[config.mk]
export PLATFORM = sky130hd
export DESIGN_NAME = dochm_top
export DESIGN_NICKNAME = d
export VERILOG_FILES = /design/src/shared/dochm_pkg.sv /design/src/logic/dochm_sync.sv /design/src/logic/dochm_tick.sv /design/src/logic/dochm_top.sv
export VERILOG_INCLUDE_DIRS = /design/src /design/src/shared
export SDC_FILE = /design/constraint.sdc
export NUM_CORES = 1
export LEC_CHECK = 0
export BUFFER_PORTS_ARGS = -buffer_cell sky130_fd_sc_hd__buf_2
export CORE_MARGIN = 4
export CORE_UTILIZATION = 55
export DETAILED_ROUTE_END_ITERATION = 7
export PLACE_DENSITY = 0.75
export SLEW_MARGIN = 20
export SYNTH_ARGS = -nofsm -noshare
export SYNTH_HDL_FRONTEND = slang
export SYNTH_HIERARCHICAL = 1
export SYNTH_SLANG_ARGS = --single-unit
[constraint.sdc]
create_clock -name mclk -period 5.23 [get_ports mclk]
set_input_delay 0.2615 -clock mclk [delete_from_list [all_inputs] [get_ports mclk]]
set_output_delay 0.2615 -clock mclk [all_outputs]
set_load 0.02 [all_outputs]
[src/shared/dochm_defs.svh]
// Purpose: Offsets, field positions, reset values and timing counts of the DO channel block
// Assumes: 20 MHz mclk, 32-bit APB data, one word per register
// Notes:   Included by bare name; definitions only
`ifndef DOCHM_DEFS_SVH
`define DOCHM_DEFS_SVH

// ----------------------------------------
// Timing
// ----------------------------------------
`define DOCHM_CLK_PERIOD_NS 50
`define DOCHM_TICK_NS 100000
`define DOCHM_TICK_CYC (`DOCHM_TICK_NS / `DOCHM_CLK_PERIOD_NS)

// ----------------------------------------
// Register byte offsets
// ----------------------------------------
`define DOCHM_OFF_CTRL 12'h000
`define DOCHM_OFF_LOW_WIDTH 12'h004
`define DOCHM_OFF_HIGH_WIDTH 12'h008
`define DOCHM_OFF_PULSE_TOTAL 12'h00c
`define DOCHM_OFF_DELAY 12'h010
`define DOCHM_OFF_CMD 12'h014
`define DOCHM_OFF_STATUS 12'h018

// ----------------------------------------
// Control fields
// ----------------------------------------
`define DOCHM_CTRL_MODE_LSB 0
`define DOCHM_CTRL_MODE_MSB 2
`define DOCHM_CTRL_LEVEL_BIT 3
`define DOCHM_CTRL_FSV_BIT 4
`define DOCHM_CTRL_FSV_EN_BIT 5
`define DOCHM_CTRL_TRIG_LSB 6
`define DOCHM_CTRL_TRIG_MSB 7
`define DOCHM_CTRL_FIXED_BIT 8
`define DOCHM_CTRL_ACH_LSB 9
`define DOCHM_CTRL_ACH_MSB 11
`define DOCHM_CTRL_MASK 32'h00000fff

// ----------------------------------------
// Command and status fields
// ----------------------------------------
`define DOCHM_CMD_START_BIT 0
`define DOCHM_CMD_STOP_BIT 1
`define DOCHM_STAT_OUT_BIT 0
`define DOCHM_STAT_RUN_BIT 1
`define DOCHM_STAT_SAFE_BIT 2
`define DOCHM_STAT_REM_LSB 16

// ----------------------------------------
// Reset values
// ----------------------------------------
`define DOCHM_RST_CTRL 12'h000
`define DOCHM_RST_WIDTH 16'h0001
`define DOCHM_RST_TOTAL 16'h0001
`define DOCHM_RST_DELAY 16'h0001

`endif

[src/shared/dochm_pkg.sv]
// Purpose: Types shared by the DO channel block
// Assumes: Mode codes as written in the control register
// Notes:   Numbers that are not types live in dochm_defs.svh
package dochm_pkg;

  typedef enum logic [2:0]
  {
    DOCHM_MODE_DO = 3'h0,
    DOCHM_MODE_PULSE = 3'h1,
    DOCHM_MODE_RISE_DLY = 3'h2,
    DOCHM_MODE_FALL_DLY = 3'h3,
    DOCHM_MODE_ALARM = 3'h4
  } dochm_mode_t;

  typedef enum logic [1:0]
  {
    DOCHM_TRIG_OFF = 2'h0,
    DOCHM_TRIG_HIGH = 2'h1,
    DOCHM_TRIG_LOW = 2'h2
  } dochm_trig_t;

  typedef enum logic [2:0]
  {
    DOCHM_PST_IDLE = 3'b001,
    DOCHM_PST_LOW = 3'b010,
    DOCHM_PST_HIGH = 3'b100
  } dochm_pst_t;

endpackage : dochm_pkg

[src/logic/dochm_sync.sv]
// Purpose: Two-flop synchroniser for a bus of independent levels
// Assumes: Each bit is a slow level; no word coherency
// Notes:   First stage feeds only the second stage
module dochm_sync #(
  parameter int W = 1
) (
  input wire logic mclk, // System clock
  input wire logic rst_n, // Synchronous reset, active low
  input wire logic [W-1:0] async_in, // Level from outside the domain
  output logic [W-1:0] sync_out // Synchronised level
);

  logic [W-1:0] meta_ff;
  logic [W-1:0] sync_ff;
  logic [W-1:0] nxt_meta;
  logic [W-1:0] nxt_sync;

  always_comb
  begin
    nxt_meta = async_in;
    nxt_sync = meta_ff;
  end

  always_ff @(posedge mclk)
  begin
    if (!rst_n)
    begin
      meta_ff <= '0;
      sync_ff <= '0;
    end
    else
    begin
      meta_ff <= nxt_meta;
      sync_ff <= nxt_sync;
    end
  end

  assign sync_out = sync_ff;

endmodule : dochm_sync

[src/logic/dochm_tick.sv]
// Purpose: Periodic one-cycle tick at the width and delay time base
// Assumes: Period count fits 16 bits
// Notes:   Tick is registered, so it is glitch free
`include "dochm_defs.svh"
module dochm_tick (
  input wire logic mclk, // System clock
  input wire logic rst_n, // Synchronous reset, active low
  output logic tick // One-cycle pulse every time-base period
);

  localparam logic [15:0] TICK_LAST = 16'(`DOCHM_TICK_CYC - 1);

  logic [15:0] cnt_ff;
  logic tick_ff;
  logic [15:0] nxt_cnt;
  logic nxt_tick;

  // ----------------------------------------
  // Divider
  // ----------------------------------------
  always_comb
  begin
    nxt_tick = (cnt_ff == TICK_LAST);
    nxt_cnt = nxt_tick ? 16'h0000 : cnt_ff + 16'h0001;
  end

  always_ff @(posedge mclk)
  begin
    if (!rst_n)
    begin
      cnt_ff <= 16'h0000;
      tick_ff <= 1'b0;
    end
    else
    begin
      cnt_ff <= nxt_cnt;
      tick_ff <= nxt_tick;
    end
  end

  assign tick = tick_ff;

endmodule : dochm_tick

[src/logic/dochm_top.sv]
// Purpose: One digital output channel with plain, pulse, delayed and alarm modes
// Assumes: APB slave, zero wait states; alarm and watchdog inputs are asynchronous levels
// Notes:   Fail-safe override acts on the pin only; the pulse engine keeps its state
//
// Design decisions made here: the register addresses and register access over APB.
`include "dochm_defs.svh"

// Notes on behaviour
// - Pulse mode gives train or finite burst
// - Separate low and high widths, tick units
// - Period and duty come only from widths
// - Fixed total stops after count; continuous repeats
// - Start command begins, stop command ends pulses
// - Rising-delay mode postpones low-to-high only
// - Falling-delay mode postpones high-to-low only
// - Alarm mode copies selected high/low alarm
// - Watchdog timeout forces fail-safe level
module dochm_top (
  input wire logic mclk, // System clock, 20 MHz
  input wire logic rst_n, // Synchronous reset, active low
  input wire logic psel, // APB select
  input wire logic penable, // APB enable
  input wire logic pwrite, // APB direction, high for write
  input wire logic [11:0] paddr, // APB byte address
  input wire logic [31:0] pwdata, // APB write data
  input wire logic [3:0] pstrb, // APB byte strobes
  output logic pready, // APB ready, always high
  output logic [31:0] prdata, // APB read data
  output logic pslverr, // APB error on unmapped address
  input wire logic [7:0] ai_high_alarm, // High alarm flags of analog inputs
  input wire logic [7:0] ai_low_alarm, // Low alarm flags of analog inputs
  input wire logic wdt_timeout, // Communication watchdog expired
  output logic dout // Digital output to the load
);

  logic tick;
  logic [7:0] hi_al;
  logic [7:0] lo_al;
  logic wdt_s;

  dochm_tick u_tick (
    .mclk(mclk),
    .rst_n(rst_n),
    .tick(tick)
  );

  dochm_sync #(.W(17)) u_sync (
    .mclk(mclk),
    .rst_n(rst_n),
    .async_in({wdt_timeout, ai_low_alarm, ai_high_alarm}),
    .sync_out({wdt_s, lo_al, hi_al})
  );

  // ----------------------------------------
  // Register file
  // ----------------------------------------
  logic [11:0] ctrl_ff;
  logic [15:0] low_w_ff;
  logic [15:0] high_w_ff;
  logic [15:0] total_ff;
  logic [15:0] delay_ff;
  logic [31:0] rdata_ff;
  logic err_ff;
  logic [11:0] nxt_ctrl;
  logic [15:0] nxt_low_w;
  logic [15:0] nxt_high_w;
  logic [15:0] nxt_total;
  logic [15:0] nxt_delay;
  logic [31:0] nxt_rdata;
  logic nxt_err;
  logic wr_en;
  logic start_cmd;
  logic stop_cmd;
  logic mapped;
  logic [31:0] rd_mux;
  logic [31:0] status_w;

  logic [15:0] remain_ff;
  logic [15:0] ph_cnt_ff;
  dochm_pkg::dochm_pst_t pst_ff;
  logic dout_ff;

  dochm_pkg::dochm_mode_t mode;
  dochm_pkg::dochm_trig_t trig;
  logic fixed_total;
  logic cmd_level;

  assign mode = dochm_pkg::dochm_mode_t'(ctrl_ff[`DOCHM_CTRL_MODE_MSB:`DOCHM_CTRL_MODE_LSB]);
  assign trig = dochm_pkg::dochm_trig_t'(ctrl_ff[`DOCHM_CTRL_TRIG_MSB:`DOCHM_CTRL_TRIG_LSB]);
  assign fixed_total = ctrl_ff[`DOCHM_CTRL_FIXED_BIT];
  assign cmd_level = ctrl_ff[`DOCHM_CTRL_LEVEL_BIT];
  assign status_w = {remain_ff, 13'h0000, wdt_s & ctrl_ff[`DOCHM_CTRL_FSV_EN_BIT],
    pst_ff != dochm_pkg::DOCHM_PST_IDLE, dout_ff};

  // Strobes are honoured only as a whole low half-word; wider fields are narrow enough
  assign wr_en = psel & penable & pwrite & pstrb[0] & pstrb[1];
  assign start_cmd = wr_en & (paddr == `DOCHM_OFF_CMD) & pwdata[`DOCHM_CMD_START_BIT];
  assign stop_cmd = wr_en & (paddr == `DOCHM_OFF_CMD) & pwdata[`DOCHM_CMD_STOP_BIT];

  always_comb
  begin
    mapped = 1'b1;
    rd_mux = 32'h00000000;
    unique case (paddr)
      `DOCHM_OFF_CTRL: rd_mux = {20'h00000, ctrl_ff};
      `DOCHM_OFF_LOW_WIDTH: rd_mux = {16'h0000, low_w_ff};
      `DOCHM_OFF_HIGH_WIDTH: rd_mux = {16'h0000, high_w_ff};
      `DOCHM_OFF_PULSE_TOTAL: rd_mux = {16'h0000, total_ff};
      `DOCHM_OFF_DELAY: rd_mux = {16'h0000, delay_ff};
      `DOCHM_OFF_CMD: rd_mux = 32'h00000000;
      `DOCHM_OFF_STATUS: rd_mux = status_w;
      default: mapped = 1'b0;
    endcase
  end

  always_comb
  begin
    nxt_ctrl = ctrl_ff;
    nxt_low_w = low_w_ff;
    nxt_high_w = high_w_ff;
    nxt_total = total_ff;
    nxt_delay = delay_ff;
    nxt_rdata = rdata_ff;
    nxt_err = err_ff;
    // Answer is prepared in the setup cycle so data leaves a flop
    if (psel & ~penable)
    begin
      nxt_rdata = pwrite ? 32'h00000000 : rd_mux;
      nxt_err = ~mapped;
    end
    if (wr_en)
    begin
      unique case (paddr)
        `DOCHM_OFF_CTRL: nxt_ctrl = pwdata[11:0];
        `DOCHM_OFF_LOW_WIDTH: nxt_low_w = pwdata[15:0];
        `DOCHM_OFF_HIGH_WIDTH: nxt_high_w = pwdata[15:0];
        `DOCHM_OFF_PULSE_TOTAL: nxt_total = pwdata[15:0];
        `DOCHM_OFF_DELAY: nxt_delay = pwdata[15:0];
        default: nxt_ctrl = ctrl_ff;
      endcase
    end
  end

  always_ff @(posedge mclk)
  begin
    if (!rst_n)
    begin
      ctrl_ff <= `DOCHM_RST_CTRL;
      low_w_ff <= `DOCHM_RST_WIDTH;
      high_w_ff <= `DOCHM_RST_WIDTH;
      total_ff <= `DOCHM_RST_TOTAL;
      delay_ff <= `DOCHM_RST_DELAY;
      rdata_ff <= 32'h00000000;
      err_ff <= 1'b0;
    end
    else
    begin
      ctrl_ff <= nxt_ctrl;
      low_w_ff <= nxt_low_w;
      high_w_ff <= nxt_high_w;
      total_ff <= nxt_total;
      delay_ff <= nxt_delay;
      rdata_ff <= nxt_rdata;
      err_ff <= nxt_err;
    end
  end

  assign pready = 1'b1;
  assign prdata = rdata_ff;
  assign pslverr = err_ff & psel & penable;

  // ----------------------------------------
  // Pulse engine
  // ----------------------------------------
  dochm_pkg::dochm_pst_t nxt_pst;
  logic [15:0] nxt_ph_cnt;
  logic [15:0] nxt_remain;
  logic [15:0] low_last;
  logic [15:0] high_last;
  logic pulse_mode;

  // Zero width is taken as one tick so a phase never vanishes
  assign low_last = (low_w_ff == 16'h0000) ? 16'h0000 : low_w_ff - 16'h0001;
  assign high_last = (high_w_ff == 16'h0000) ? 16'h0000 : high_w_ff - 16'h0001;
  assign pulse_mode = (mode == dochm_pkg::DOCHM_MODE_PULSE);

  always_comb
  begin
    nxt_pst = pst_ff;
    nxt_ph_cnt = ph_cnt_ff;
    nxt_remain = remain_ff;
    unique case (pst_ff)
      dochm_pkg::DOCHM_PST_IDLE:
      begin
        if (start_cmd & pulse_mode & ~(fixed_total & (total_ff == 16'h0000)))
        begin
          nxt_pst = dochm_pkg::DOCHM_PST_LOW;
          nxt_ph_cnt = 16'h0000;
          nxt_remain = fixed_total ? total_ff : 16'h0000;
        end
      end
      dochm_pkg::DOCHM_PST_LOW:
      begin
        // period is low plus high width
        if (tick)
        begin
          if (ph_cnt_ff >= low_last)
          begin
            nxt_pst = dochm_pkg::DOCHM_PST_HIGH;
            nxt_ph_cnt = 16'h0000;
          end
          else
          begin
            nxt_ph_cnt = ph_cnt_ff + 16'h0001;
          end
        end
      end
      dochm_pkg::DOCHM_PST_HIGH:
      begin
        if (tick)
        begin
          if (ph_cnt_ff >= high_last)
          begin
            nxt_ph_cnt = 16'h0000;
            if (fixed_total & (remain_ff <= 16'h0001))
            begin
              nxt_pst = dochm_pkg::DOCHM_PST_IDLE;
              nxt_remain = 16'h0000;
            end
            else
            begin
              nxt_pst = dochm_pkg::DOCHM_PST_LOW;
              nxt_remain = fixed_total ? remain_ff - 16'h0001 : 16'h0000;
            end
          end
          else
          begin
            nxt_ph_cnt = ph_cnt_ff + 16'h0001;
          end
        end
      end
      default:
      begin
        nxt_pst = dochm_pkg::DOCHM_PST_IDLE;
      end
    endcase
    if (stop_cmd | ~pulse_mode)
    begin
      nxt_pst = dochm_pkg::DOCHM_PST_IDLE;
      nxt_ph_cnt = 16'h0000;
      nxt_remain = 16'h0000;
    end
  end

  always_ff @(posedge mclk)
  begin
    if (!rst_n)
    begin
      pst_ff <= dochm_pkg::DOCHM_PST_IDLE;
      ph_cnt_ff <= 16'h0000;
      remain_ff <= 16'h0000;
    end
    else
    begin
      pst_ff <= nxt_pst;
      ph_cnt_ff <= nxt_ph_cnt;
      remain_ff <= nxt_remain;
    end
  end

  // ----------------------------------------
  // Delay engine and output select
  // ----------------------------------------
  logic [15:0] dly_cnt_ff;
  logic dly_out_ff;
  logic [15:0] nxt_dly_cnt;
  logic nxt_dly_out;
  logic nxt_dout;
  logic alarm_bit;
  logic [2:0] ach;

  assign ach = ctrl_ff[`DOCHM_CTRL_ACH_MSB:`DOCHM_CTRL_ACH_LSB];

  always_comb
  begin
    nxt_dly_cnt = 16'h0000;
    nxt_dly_out = cmd_level;
    if ((mode == dochm_pkg::DOCHM_MODE_RISE_DLY) & cmd_level & ~dly_out_ff)
    begin
      nxt_dly_out = 1'b0;
      nxt_dly_cnt = dly_cnt_ff;
      if (dly_cnt_ff >= delay_ff)
      begin
        nxt_dly_out = 1'b1;
        nxt_dly_cnt = 16'h0000;
      end
      else if (tick)
      begin
        nxt_dly_cnt = dly_cnt_ff + 16'h0001;
      end
    end
    else if ((mode == dochm_pkg::DOCHM_MODE_FALL_DLY) & ~cmd_level & dly_out_ff)
    begin
      nxt_dly_out = 1'b1;
      nxt_dly_cnt = dly_cnt_ff;
      if (dly_cnt_ff >= delay_ff)
      begin
        nxt_dly_out = 1'b0;
        nxt_dly_cnt = 16'h0000;
      end
      else if (tick)
      begin
        nxt_dly_cnt = dly_cnt_ff + 16'h0001;
      end
    end
  end

  always_comb
  begin
    unique case (trig)
      dochm_pkg::DOCHM_TRIG_HIGH: alarm_bit = hi_al[ach];
      dochm_pkg::DOCHM_TRIG_LOW: alarm_bit = lo_al[ach];
      default: alarm_bit = 1'b0;
    endcase
    unique case (mode)
      dochm_pkg::DOCHM_MODE_PULSE: nxt_dout = (pst_ff == dochm_pkg::DOCHM_PST_HIGH);
      dochm_pkg::DOCHM_MODE_RISE_DLY: nxt_dout = nxt_dly_out;
      dochm_pkg::DOCHM_MODE_FALL_DLY: nxt_dout = nxt_dly_out;
      dochm_pkg::DOCHM_MODE_ALARM: nxt_dout = alarm_bit;
      default: nxt_dout = cmd_level;
    endcase
    if (wdt_s & ctrl_ff[`DOCHM_CTRL_FSV_EN_BIT])
    begin
      nxt_dout = ctrl_ff[`DOCHM_CTRL_FSV_BIT];
    end
  end

  always_ff @(posedge mclk)
  begin
    if (!rst_n)
    begin
      dly_cnt_ff <= 16'h0000;
      dly_out_ff <= 1'b0;
      dout_ff <= 1'b0;
    end
    else
    begin
      dly_cnt_ff <= nxt_dly_cnt;
      dly_out_ff <= nxt_dly_out;
      dout_ff <= nxt_dout;
    end
  end

  assign dout = dout_ff;

endmodule : dochm_top

==> results of run 1 <==
## routing by layer
metal,routed length [um],share of wire,GRT usage,up-vias
met1,12100,0.42,0.309,4546
met2,13700,0.48,0.406,262
met3,2110,0.073,0.0571,66
met5,0,0,0,-
met4,799,0.028,0.0664,0
li1,-,-,-,4698
## stage by stage
| stage | hold WS (ns) | std cells | cell area (um2) | power [mW] | setup WS, ns |
|---|---|---|---|---|---|
| CTS | 0.0604 | 1654 | 12900 | 3.46 | 0.866 |
| finish | 0.0776 | 1654 | 12900 | 3.44 | 0.793 |
| global route | 0.0800 | 1654 | 12900 | 3.54 | 0.387 |
| floorplan | 0.387 | 1300 | 11500 | 1.74 | 1.72 |
| detailed placement | 0.433 | 1595 | 12000 | 1.79 | 0.907 |
| global placement | 0.430 | 1595 | 11900 | 1.79 | 1.01 |
## cells in the mapped netlist (5+ instances only)
cell type	instances
nor2_1	90
a21boi_1	8
or3_1	6
nor4_1	14
mux2_2	16
and2_1	19
mux2i_1	79
nand4_1	19
buf_2	14
and2_2	34
a21oi_1	23
nand2_1	149
nand3_1	50
and4_1	6
o22ai_1	7
and3_1	11
xor2_1	38
inv_1	41
a22oi_1	28
a21o_1	5
nor2b_1	83
mux4_2	5
a221oi_1	10
nand2b_1	14
a21boi_0	7
ha_1	59
nor3b_1	5
a211oi_1	8
xnor2_1	30
a31oi_1	8
clkbuf_1	39
o31ai_1	11
dfxtp_1	213
o21ai_0	45
buf_6	5
nor3_1	29
o211ai_1	8
## area by class of cell
cell class / count / area share
flip-flops and latches: 213 / 0.330
well taps: 270 / 0.0262
repair buffers: 110 / 0.0510
multi-input cells: 978 / 0.520
inverters: 41 / 0.0119
clock inverters: 7 / 0.00785
clock buffers: 35 / 0.0528
## cell families (layout without fill, tap and decap cells)
logic type | count (synthesis) | in the layout | share of synthesized area
XOR/XNOR | 68 | 68 | 0.0520
other | 1 | 1 | 0.000327
buffers and inverters | 109 | 193 | 0.0426
multiplexers | 100 | 100 | 0.0946
flip-flops | 213 | 213 | 0.372
AO/OA/AOI/OAI | 192 | 192 | 0.114
AND/OR/NAND/NOR | 558 | 558 | 0.260
adder cells (fa/ha/maj) | 59 | 59 | 0.0644
## worst max path at each step
stage	to	cells after the start	slack [ns]	from
global route	ph_cnt_ff[4]$_SDFFE_PP0P_	13	0.39	high_w_ff[4]$_SDFFE_PN0P_
global placement	ph_cnt_ff[4]$_SDFFE_PP0P_	13	1.01	low_w_ff[8]$_SDFFE_PN0P_
CTS	ph_cnt_ff[2]$_SDFFE_PP0P_	13	0.87	low_w_ff[8]$_SDFFE_PN0P_
finish	ph_cnt_ff[2]$_SDFFE_PP0P_	13	0.79	low_w_ff[8]$_SDFFE_PN0P_
detailed placement	ph_cnt_ff[2]$_SDFFE_PP0P_	13	0.91	low_w_ff[8]$_SDFFE_PN0P_
floorplan	pst_ff[1]$_SDFFE_PP0P_	14	1.72	high_w_ff[4]$_SDFFE_PN0P_
## critical path, stage by stage (launching register included)
cell     delay (ns)
dfxtp_1        0.38
or4_1          0.61
nor4_1         0.26
nand4_1        0.50
and2_1         0.36
ha_1           0.27
nor2_1         0.10
a21oi_1        0.08
o41ai_1        0.43
a21oi_1        0.15
o22ai_1        0.61
buf_4          0.32
a31oi_1        0.11
mux2i_1        0.17
## report_power, final
part	switching, mW	total, mW	internal (mW)
Clock	0.669	1.67	1.00
Combinational	0.0686	0.123	0.0542
Sequential	0.00585	1.64	1.64
## layout by cell type, fill, tap and decap left out, types with 23 or more instances in the layout
cell type,Yosys,routed
dfxtp_1,213,213
o21ai_0,45,45
xnor2_1,30,30
xor2_1,38,38
a21oi_1,23,23
mux2i_1,79,79
clkbuf_16,0,24
nand3_1,50,50
nand2_1,149,149
ha_1,59,59
and2_2,34,34
nor3_1,29,29
inv_1,41,41
a22oi_1,28,28
nor2_1,90,90
nor2b_1,83,83
buf_2,14,84
## what timing repair did
| item | CTS | global route |
|---|---|---|
| hold buffers | 17 | 0 |
| hold endpoints to repair | 17 | 0 |
| resized for setup | 0 | 0 |
| buffers inserted | 0 | 0 |
==> run metrics, run 1 <==
Vias/cell 5.79; leakage 5.00 nW; Filler cells 1760; Clock Pin Slew Worst Setup and Hold Paths 0.06 ns; number of global-route vias before repair around 9100; number of core rows 52; crit path kind register to register; sequential-to-total area share from yosys stat 0.372; maximum number of pins on one net before global-route repair 83; commonest register cell after synthesis dfxtp_1; count of endpoints failing setup in the final report 0; number of iterations in the first detailed-routing pass 7; Synth-to-Final Area Change 12.7%; Global Route Usage Sum 0.240; power density cells 266 nW/um2; capture endpoint of the worst hold path low_w_ff[12]$_SDFFE_PN0P_; Worst Hold Depth 3; Yosys Warn Count 6; clock latency at the later pin of the worst-skew pair 0.53 ns; fraction of layout instances using a drive strength above 1 0.145; Finished Core Util 0.634; worst hold path startpoint pwdata[12]; Post-synth EDFFs 0; width of the chip 152 um; GRT overflow 0; die extent in y around 150 um; required time at the worst-slack endpoint between 5 and 6 ns; maximum ir drop on the vdd rail roughly 250 uV; Synth top area share 0.372; Final Hold Violating Endpoints 0; unrepaired setup endpoints after global routing false; flop-to-flop setup slack roughly 0.79 ns; n_diodes 0; number of nets in the synthesized netlist ~1400; antenna-violating nets left 0; flip-flop count of the largest register, all copies and words added 32; area of the placeable core 20400 um2; CTS Root Buffer Type clkbuf_16; initial standard-cell utilization of the core 0.562; Max Freq 0.225 GHz; flip-flop and latch count after synthesis 213; die area between 20000 and 25000 um2; first-pass GRT wire length 46700 um; kind of path behind the tightest hold check input port to register; endpoint of the worst-slack reg-to-reg timing path ph_cnt_ff[2]$_SDFFE_PP0P_; CTS HTree Levels 1; r2r startpoint low_w_ff[8]$_SDFFE_PN0P_; max-capacitance violation count 0; fin crit share 0.848; final sum of negative setup slack 0 ns; Worst Tran Pin Value 1.08 ns; post-synthesis instance total 1300; average size of a mapped cell 8.81 um2; multi-input gate area in the final layout 6710 um2; minimum clock period 4.44 ns; headroom to the max-slew limit 0.278; combined area of all synthesized cells 11500 um2; Iteration-0 DRC Markers 616; clock tree from TritonCTS yes; number of max-slew violations in the final report 0; category of the worst setup path capture point register; CTS buffer count 24; Detailed Place HPWL 20700 um; per-cell routed wire length 17.4 um; Worst Path Arrival 4.88 ns; number of antenna violations at the first check in global routing 0; FF+latch area about 4300 um2; routability congestion estimate 0.967; maximum net fanout on the critical path 16; Critical Path Source Type register; Async SR Flop Fraction 0; number of nets in the final layout 1497; Post-Route Skew 0.0155 ns; DR vias 9572; most area-consuming cells after synthesis dfxtp_1 37%, mux2i_1 6.9%, ha_1 6.4%, nand2_1 4.9%, nor2b_1 4.5%; sink count of the clock tree 213; routed wire length ~29000 um; Worst R2R Path Depth 13; maximum clock path buffer count 3; status finished clean; post-detailed-route DRC marker count 0; largest area contributor in the netlist dfxtp_1; quantity of I/O buffers inserted on ports 85; unique cell type count in the Yosys netlist 70; number of ports placed on the die boundary 105
Power figures use the tool's default switching activity.
==> inputs of run 2 (changes only) <==
clock period = 4.3 ns   (was 5.23 ns; I/O delays follow)
==> run metrics, run 2 (synthesis results as in run 1) <==
status finished clean; post-detailed-route DRC marker count 0; fin crit share 0.890; cell area after placement 12000 um2; post-route design area 13000 um2; die area 23200 um2; maximum net fanout on the critical path 7; number of global-route vias before repair approximately 9300; required time at the worst-slack endpoint 4.70 ns; Detailed Place HPWL 20800 um; max-capacitance violation count 0; quantity of I/O buffers inserted on ports 85; number of iterations in the first detailed-routing pass 6; Critical-path top delay cell nor4_1; minimum clock period 3.83 ns; width of the chip around 150 um; Worst Path Arrival 4.23 ns; Critical Path Source Type register; per-cell routed wire length 17.6 um; final sum of negative setup slack 0 ns; sink count of the clock tree 213; kind of path behind the tightest hold check input port to register; Max Freq 0.261 GHz; maximum number of pins on one net before global-route repair a little over 80; Synth-to-Final Area Change 13.2%; GRT overflow 0; DR vias 9600; power density cells 323 nW/um2; maximum ir drop on the vdd rail about 340 uV; unrepaired setup endpoints after global routing false; ordered list of cells on the worst path nor4_1, nor3b_2, and3_1, xor2_1, nand2_1, ha_1, and4_1, nand3_1, a211o_1, o22ai_1, o22ai_1, or3_1, mux2i_1; number of core rows 52; number of antenna violations at the first check in global routing 0; area of the placeable core approximately 20000 um2; routed wire length 29300 um; worst hold path startpoint pwdata[4]; flip-flop count of the largest register, all copies and words added 32; Post-Route Skew 0.0191 ns; Setup Buffers After CTS 0; headroom to the max-slew limit 0.294; commonest non-fill, non-tap cell in the layout dfxtp_1; most frequent cells in the layout 213 x dfxtp_1, 149 x nand2_1, 90 x nor2_1; number of nets in the final layout between 1500 and 2000; die extent in y 152 um; CTS HTree Levels 1; clock tree from TritonCTS yes; maximum clock path buffer count 3; Worst Tran Pin Value about 1.1 ns; Worst Path Buf+Inv 0; initial standard-cell utilization of the core 0.562; CTS Root Buffer Type clkbuf_16; Final Hold Violating Endpoints 0; number of ports placed on the die boundary 105; Clock Pin Slew Worst Setup and Hold Paths 0.06 ns; first-pass GRT wire length about 48000 um; number of max-slew violations in the final report 0; top cell family by delay on the critical path simple AND/OR/NAND/NOR gates; Global Route Usage Sum 0.246; fraction of layout instances using a drive strength above 1 0.152; leakage 5.04 nW; count of endpoints failing setup in the final report 0; peak per-stage delay on the critical path 0.46 ns; clock latency at the later pin of the worst-skew pair between 0.5 and 0.6 ns; routability congestion estimate 0.970; Vias/cell 5.78; most frequent cell on the critical path o22ai_1; launch point of the worst path high_w_ff[4]$_SDFFE_PN0P_; category of the worst setup path capture point register; CTS buffer count 24; n_diodes 0; crit path kind register to register; antenna-violating nets left 0; Iteration-0 DRC Markers 878; r2r startpoint high_w_ff[4]$_SDFFE_PN0P_
run 2: power by group:
part | internal, mW | leakage [nW] | switching [mW] | total (mW)
Combinational | 0.0662 | 2.93 | 0.0822 | 0.148
Clock | 1.20 | 0.388 | 0.843 | 2.05
Sequential | 1.99 | 1.72 | 0.00730 | 2.00
Total | 3.26 | 5.04 | 0.933 | 4.19
run 2: layout make-up:
type | instances | area (um2)
fill | 1763 | 7400
multi-input combinational | 978 | 6720
clock inverter | 14 | 143
clock buffer | 30 | 653
sequential | 213 | 4260
inverter | 41 | 154
timing repair buffer | 115 | 698
tap | 270 | 338
run 2: path summary, 6_finish.rpt:
check,endpoint,slack (ns),cells past startpoint
setup / recovery,pst_ff[2]$_SDFFE_PP0P_,0.47,13
hold / removal,low_w_ff[4]$_SDFFE_PN0P_,0.02,3
setup reg to reg,pst_ff[2]$_SDFFE_PP0P_,0.47,13
hold reg to reg,u_sync/sync_out[3]$_SDFF_PN0_,0.44,1
run 2: metrics by stage:
| stage | instances | hold slack [ns] | power (mW) | utilization | setup slack, ns |
|---|---|---|---|---|---|
| after detailed placement | 1599 | 0.433 | 2.18 | 0.588 | 0.369 |
| after global placement | 1599 | 0.430 | 2.17 | 0.588 | 0.465 |
| final | 1661 | 0.0221 | 4.19 | 0.637 | 0.472 |
| after global routing | 1661 | 0.0179 | 4.32 | 0.637 | 0.121 |
| after floorplan | 1300 | 0.340 | 2.12 | - | 0.790 |
| after CTS | 1661 | 0.00298 | 4.23 | 0.636 | 0.326 |
run 2: routing by layer:
metal  vias up  wire length [um]  global-route usage
met3        59              1990              0.0415
met2       290             13900               0.416
met5         -                 0                   0
li1       4717                 -                   -
met1      4534             12600               0.324
met4         0               789              0.0719
run 2: timing repair:
| item | CTS | global route |
|---|---|---|
| hold buffers | 18 | 0 |
| hold endpoints to repair | 18 | 0 |
| gates resized for setup | 0 | 2 |
| setup endpoints to repair | 0 | 5 |
run 2: worst register-to-register path, cell delays in order, from the launching register on:
cell and delay (ns):
dfxtp_1 0.38, nor4_1 0.46, nor3b_2 0.40, and3_1 0.29, xor2_1 0.16, nand2_1 0.07, ha_1 0.31, and4_1 0.20
nand3_1 0.08, a211o_1 0.27, o22ai_1 0.31, o22ai_1 0.18, or3_1 0.46, mux2i_1 0.15
==> inputs of run 3 (changes only) <==
--- a/config.mk
+++ b/config.mk
@@ -12,4 +12,5 @@
 export DETAILED_ROUTE_END_ITERATION = 7
 export PLACE_DENSITY = 0.75
+export RECOVER_POWER = 100
 export SLEW_MARGIN = 20
 export SYNTH_ARGS = -nofsm -noshare
==> constraint.sdc (replaced) <==
create_clock -name mclk -period 4.3 [get_ports mclk]
set_input_delay 0.86 -clock mclk [delete_from_list [all_inputs] [get_ports mclk]]
set_output_delay 0.86 -clock mclk [all_outputs]
set_load 0.02 [all_outputs]
==> run metrics, run 3 (synthesis results as in run 1) <==
status finished, violations left; failing checks capacitance limit, slew limit; Critical Path Source Type input port; routed wire length 29000 um; Worst Tran Pin Value 2.20 ns; count of endpoints failing setup in the final report 0; max-capacitance violation count 2; Finished Core Util 0.625; peak per-stage delay on the critical path 1.31 ns; crit path kind input port to register; number of iterations in the first detailed-routing pass 6; kind of path behind the tightest hold check register to register; n_diodes 0; die area 23200 um2; number of nets in the final layout 1489; flip-flop count of the largest register, all copies and words added 32; Synth-to-Final Area Change 11.1%; Critical-path top delay cell nor4_1; Setup Buffers After CTS 0; number of ports placed on the die boundary 105; first-pass GRT wire length 46400 um; leakage 4.80 nW; Vias/cell 5.80; Post-Route Skew 0.0235 ns; antenna-violating nets left 0; ordered list of cells on the worst path clkbuf_1, inv_1, nand2_1, nor4_1, clkbuf_1, mux2i_1, nand2_1; per-cell routed wire length 17.6 um; post-place setup slack 0.293 ns; most frequent cells in the layout 213 x dfxtp_1, 150 x nand2_1, 91 x nor2_1; GRT overflow 0; clock tree from TritonCTS yes; CTS Root Buffer Type clkbuf_16; initial standard-cell utilization of the core 0.562; commonest non-fill, non-tap cell in the layout dfxtp_1; top cell family by delay on the critical path buffers and inverters; Post-CTS Hold Buffers 0; CTS HTree Levels 1; quantity of I/O buffers inserted on ports 85; Worst Path Buf+Inv 3; minimum clock period about 4 ns; maximum net fanout on the critical path 18; width of the chip ~150 um; maximum clock path buffer count 3; routability congestion estimate 0.936; area of the placeable core 20400 um2; clock latency at the later pin of the worst-skew pair 0.52 ns; setup ws final 0.333 ns; Worst Path Arrival 4.34 ns; headroom to the max-slew limit -0.480; fin crit share 0.923; CTS buffer count 24; category of the worst setup path capture point register; maximum number of pins on one net before global-route repair 86; Max Freq between 0.2 and 0.3 GHz; number of core rows 52; number of max-slew violations in the final report 20; final sum of negative setup slack 0 ns; Global Route Usage Sum 0.239; sink count of the clock tree ~210; unrepaired setup endpoints after global routing false; maximum ir drop on the vdd rail 273 uV; number of global-route vias before repair between 9000 and 10000; Detailed Place HPWL 21000 um; required time at the worst-slack endpoint 4.67 ns; DR vias roughly 9500; power density cells 336 nW/um2; number of antenna violations at the first check in global routing 0; fraction of layout instances using a drive strength above 1 0.122; Final Hold Violating Endpoints 0; Iteration-0 DRC Markers 778; post-detailed-route DRC marker count 0; Clock Pin Slew Worst Setup and Hold Paths 0.06 ns; die extent in y between 150 and 200 um
## run 3: through the flow
| stage | total power [mW] | cells | cell area [um2] | hold WS [ns] |
|---|---|---|---|---|
| finish | 4.28 | 1646 | 12700 | 0.442 |
| CTS | 4.32 | 1646 | 12800 | 0.443 |
| floorplan | 2.12 | 1300 | 11500 | 0.426 |
| global placement | 2.18 | 1604 | 12000 | 0.429 |
| global route | 4.40 | 1646 | 12700 | 0.452 |
| detailed placement | 2.18 | 1604 | 12000 | 0.432 |
## run 3: timing repair
item | CTS | global route
resized for setup | 0 | 1
endpoints found under the hold margin | 0 | 0
setup endpoints to repair | 0 | 14
## run 3: area by class of cell
cell class / instances / area [um2]
clock inverters: 13 / 184
multi-input cells: 978 / 6650
well taps: 270 / 338
repair buffers: 102 / 487
fillers: 1781 / 7630
flip-flops and latches: 213 / 4260
inverters: 41 / 154
clock buffers: 29 / 649
## run 3: path summary, 6_finish.rpt
check,to,slack (ns),from,cells after the start
min reg2reg,u_sync/sync_out[3]$_SDFF_PN0_,0.44,u_sync/meta_ff[3]$_SDFF_PN0_,1
max reg2reg,remain_ff[2]$_SDFFE_PP0P_,0.34,high_w_ff[4]$_SDFFE_PN0P_,14
max,delay_ff[0]$_SDFFE_PN1P_,0.33,paddr[2],7
min,u_sync/sync_out[3]$_SDFF_PN0_,0.44,u_sync/meta_ff[3]$_SDFF_PN0_,1
## run 3: worst register-to-register path: cells and delay by family (launching register included)
| family | cells | cell delay (ns) |
|---|---|---|
| buf+inv | 1 | 0.27 |
| xor+xnor | 1 | 0.16 |
| flops | 1 | 0.38 |
| compound gates | 4 | 1.12 |
| simple gates | 7 | 1.65 |
| fa+ha+maj | 1 | 0.31 |
## run 3: per-layer routing
| layer | vias up | routed length (um) | share of wire | GRT usage |
|---|---|---|---|---|
| met5 | - | 0 | 0 | 0 |
| met3 | 66 | 1840 | 0.064 | 0.0486 |
| met1 | 4521 | 12500 | 0.43 | 0.306 |
| met2 | 275 | 13700 | 0.47 | 0.407 |
| met4 | 0 | 913 | 0.032 | 0.0723 |
| li1 | 4683 | - | - | - |
## run 3: where the power goes
group	switching (mW)	internal (mW)	total (mW)
clock	0.831	1.32	2.15
sequential	0.00697	1.99	2.00
combinational	0.0791	0.0558	0.135
total	0.918	3.36	4.28
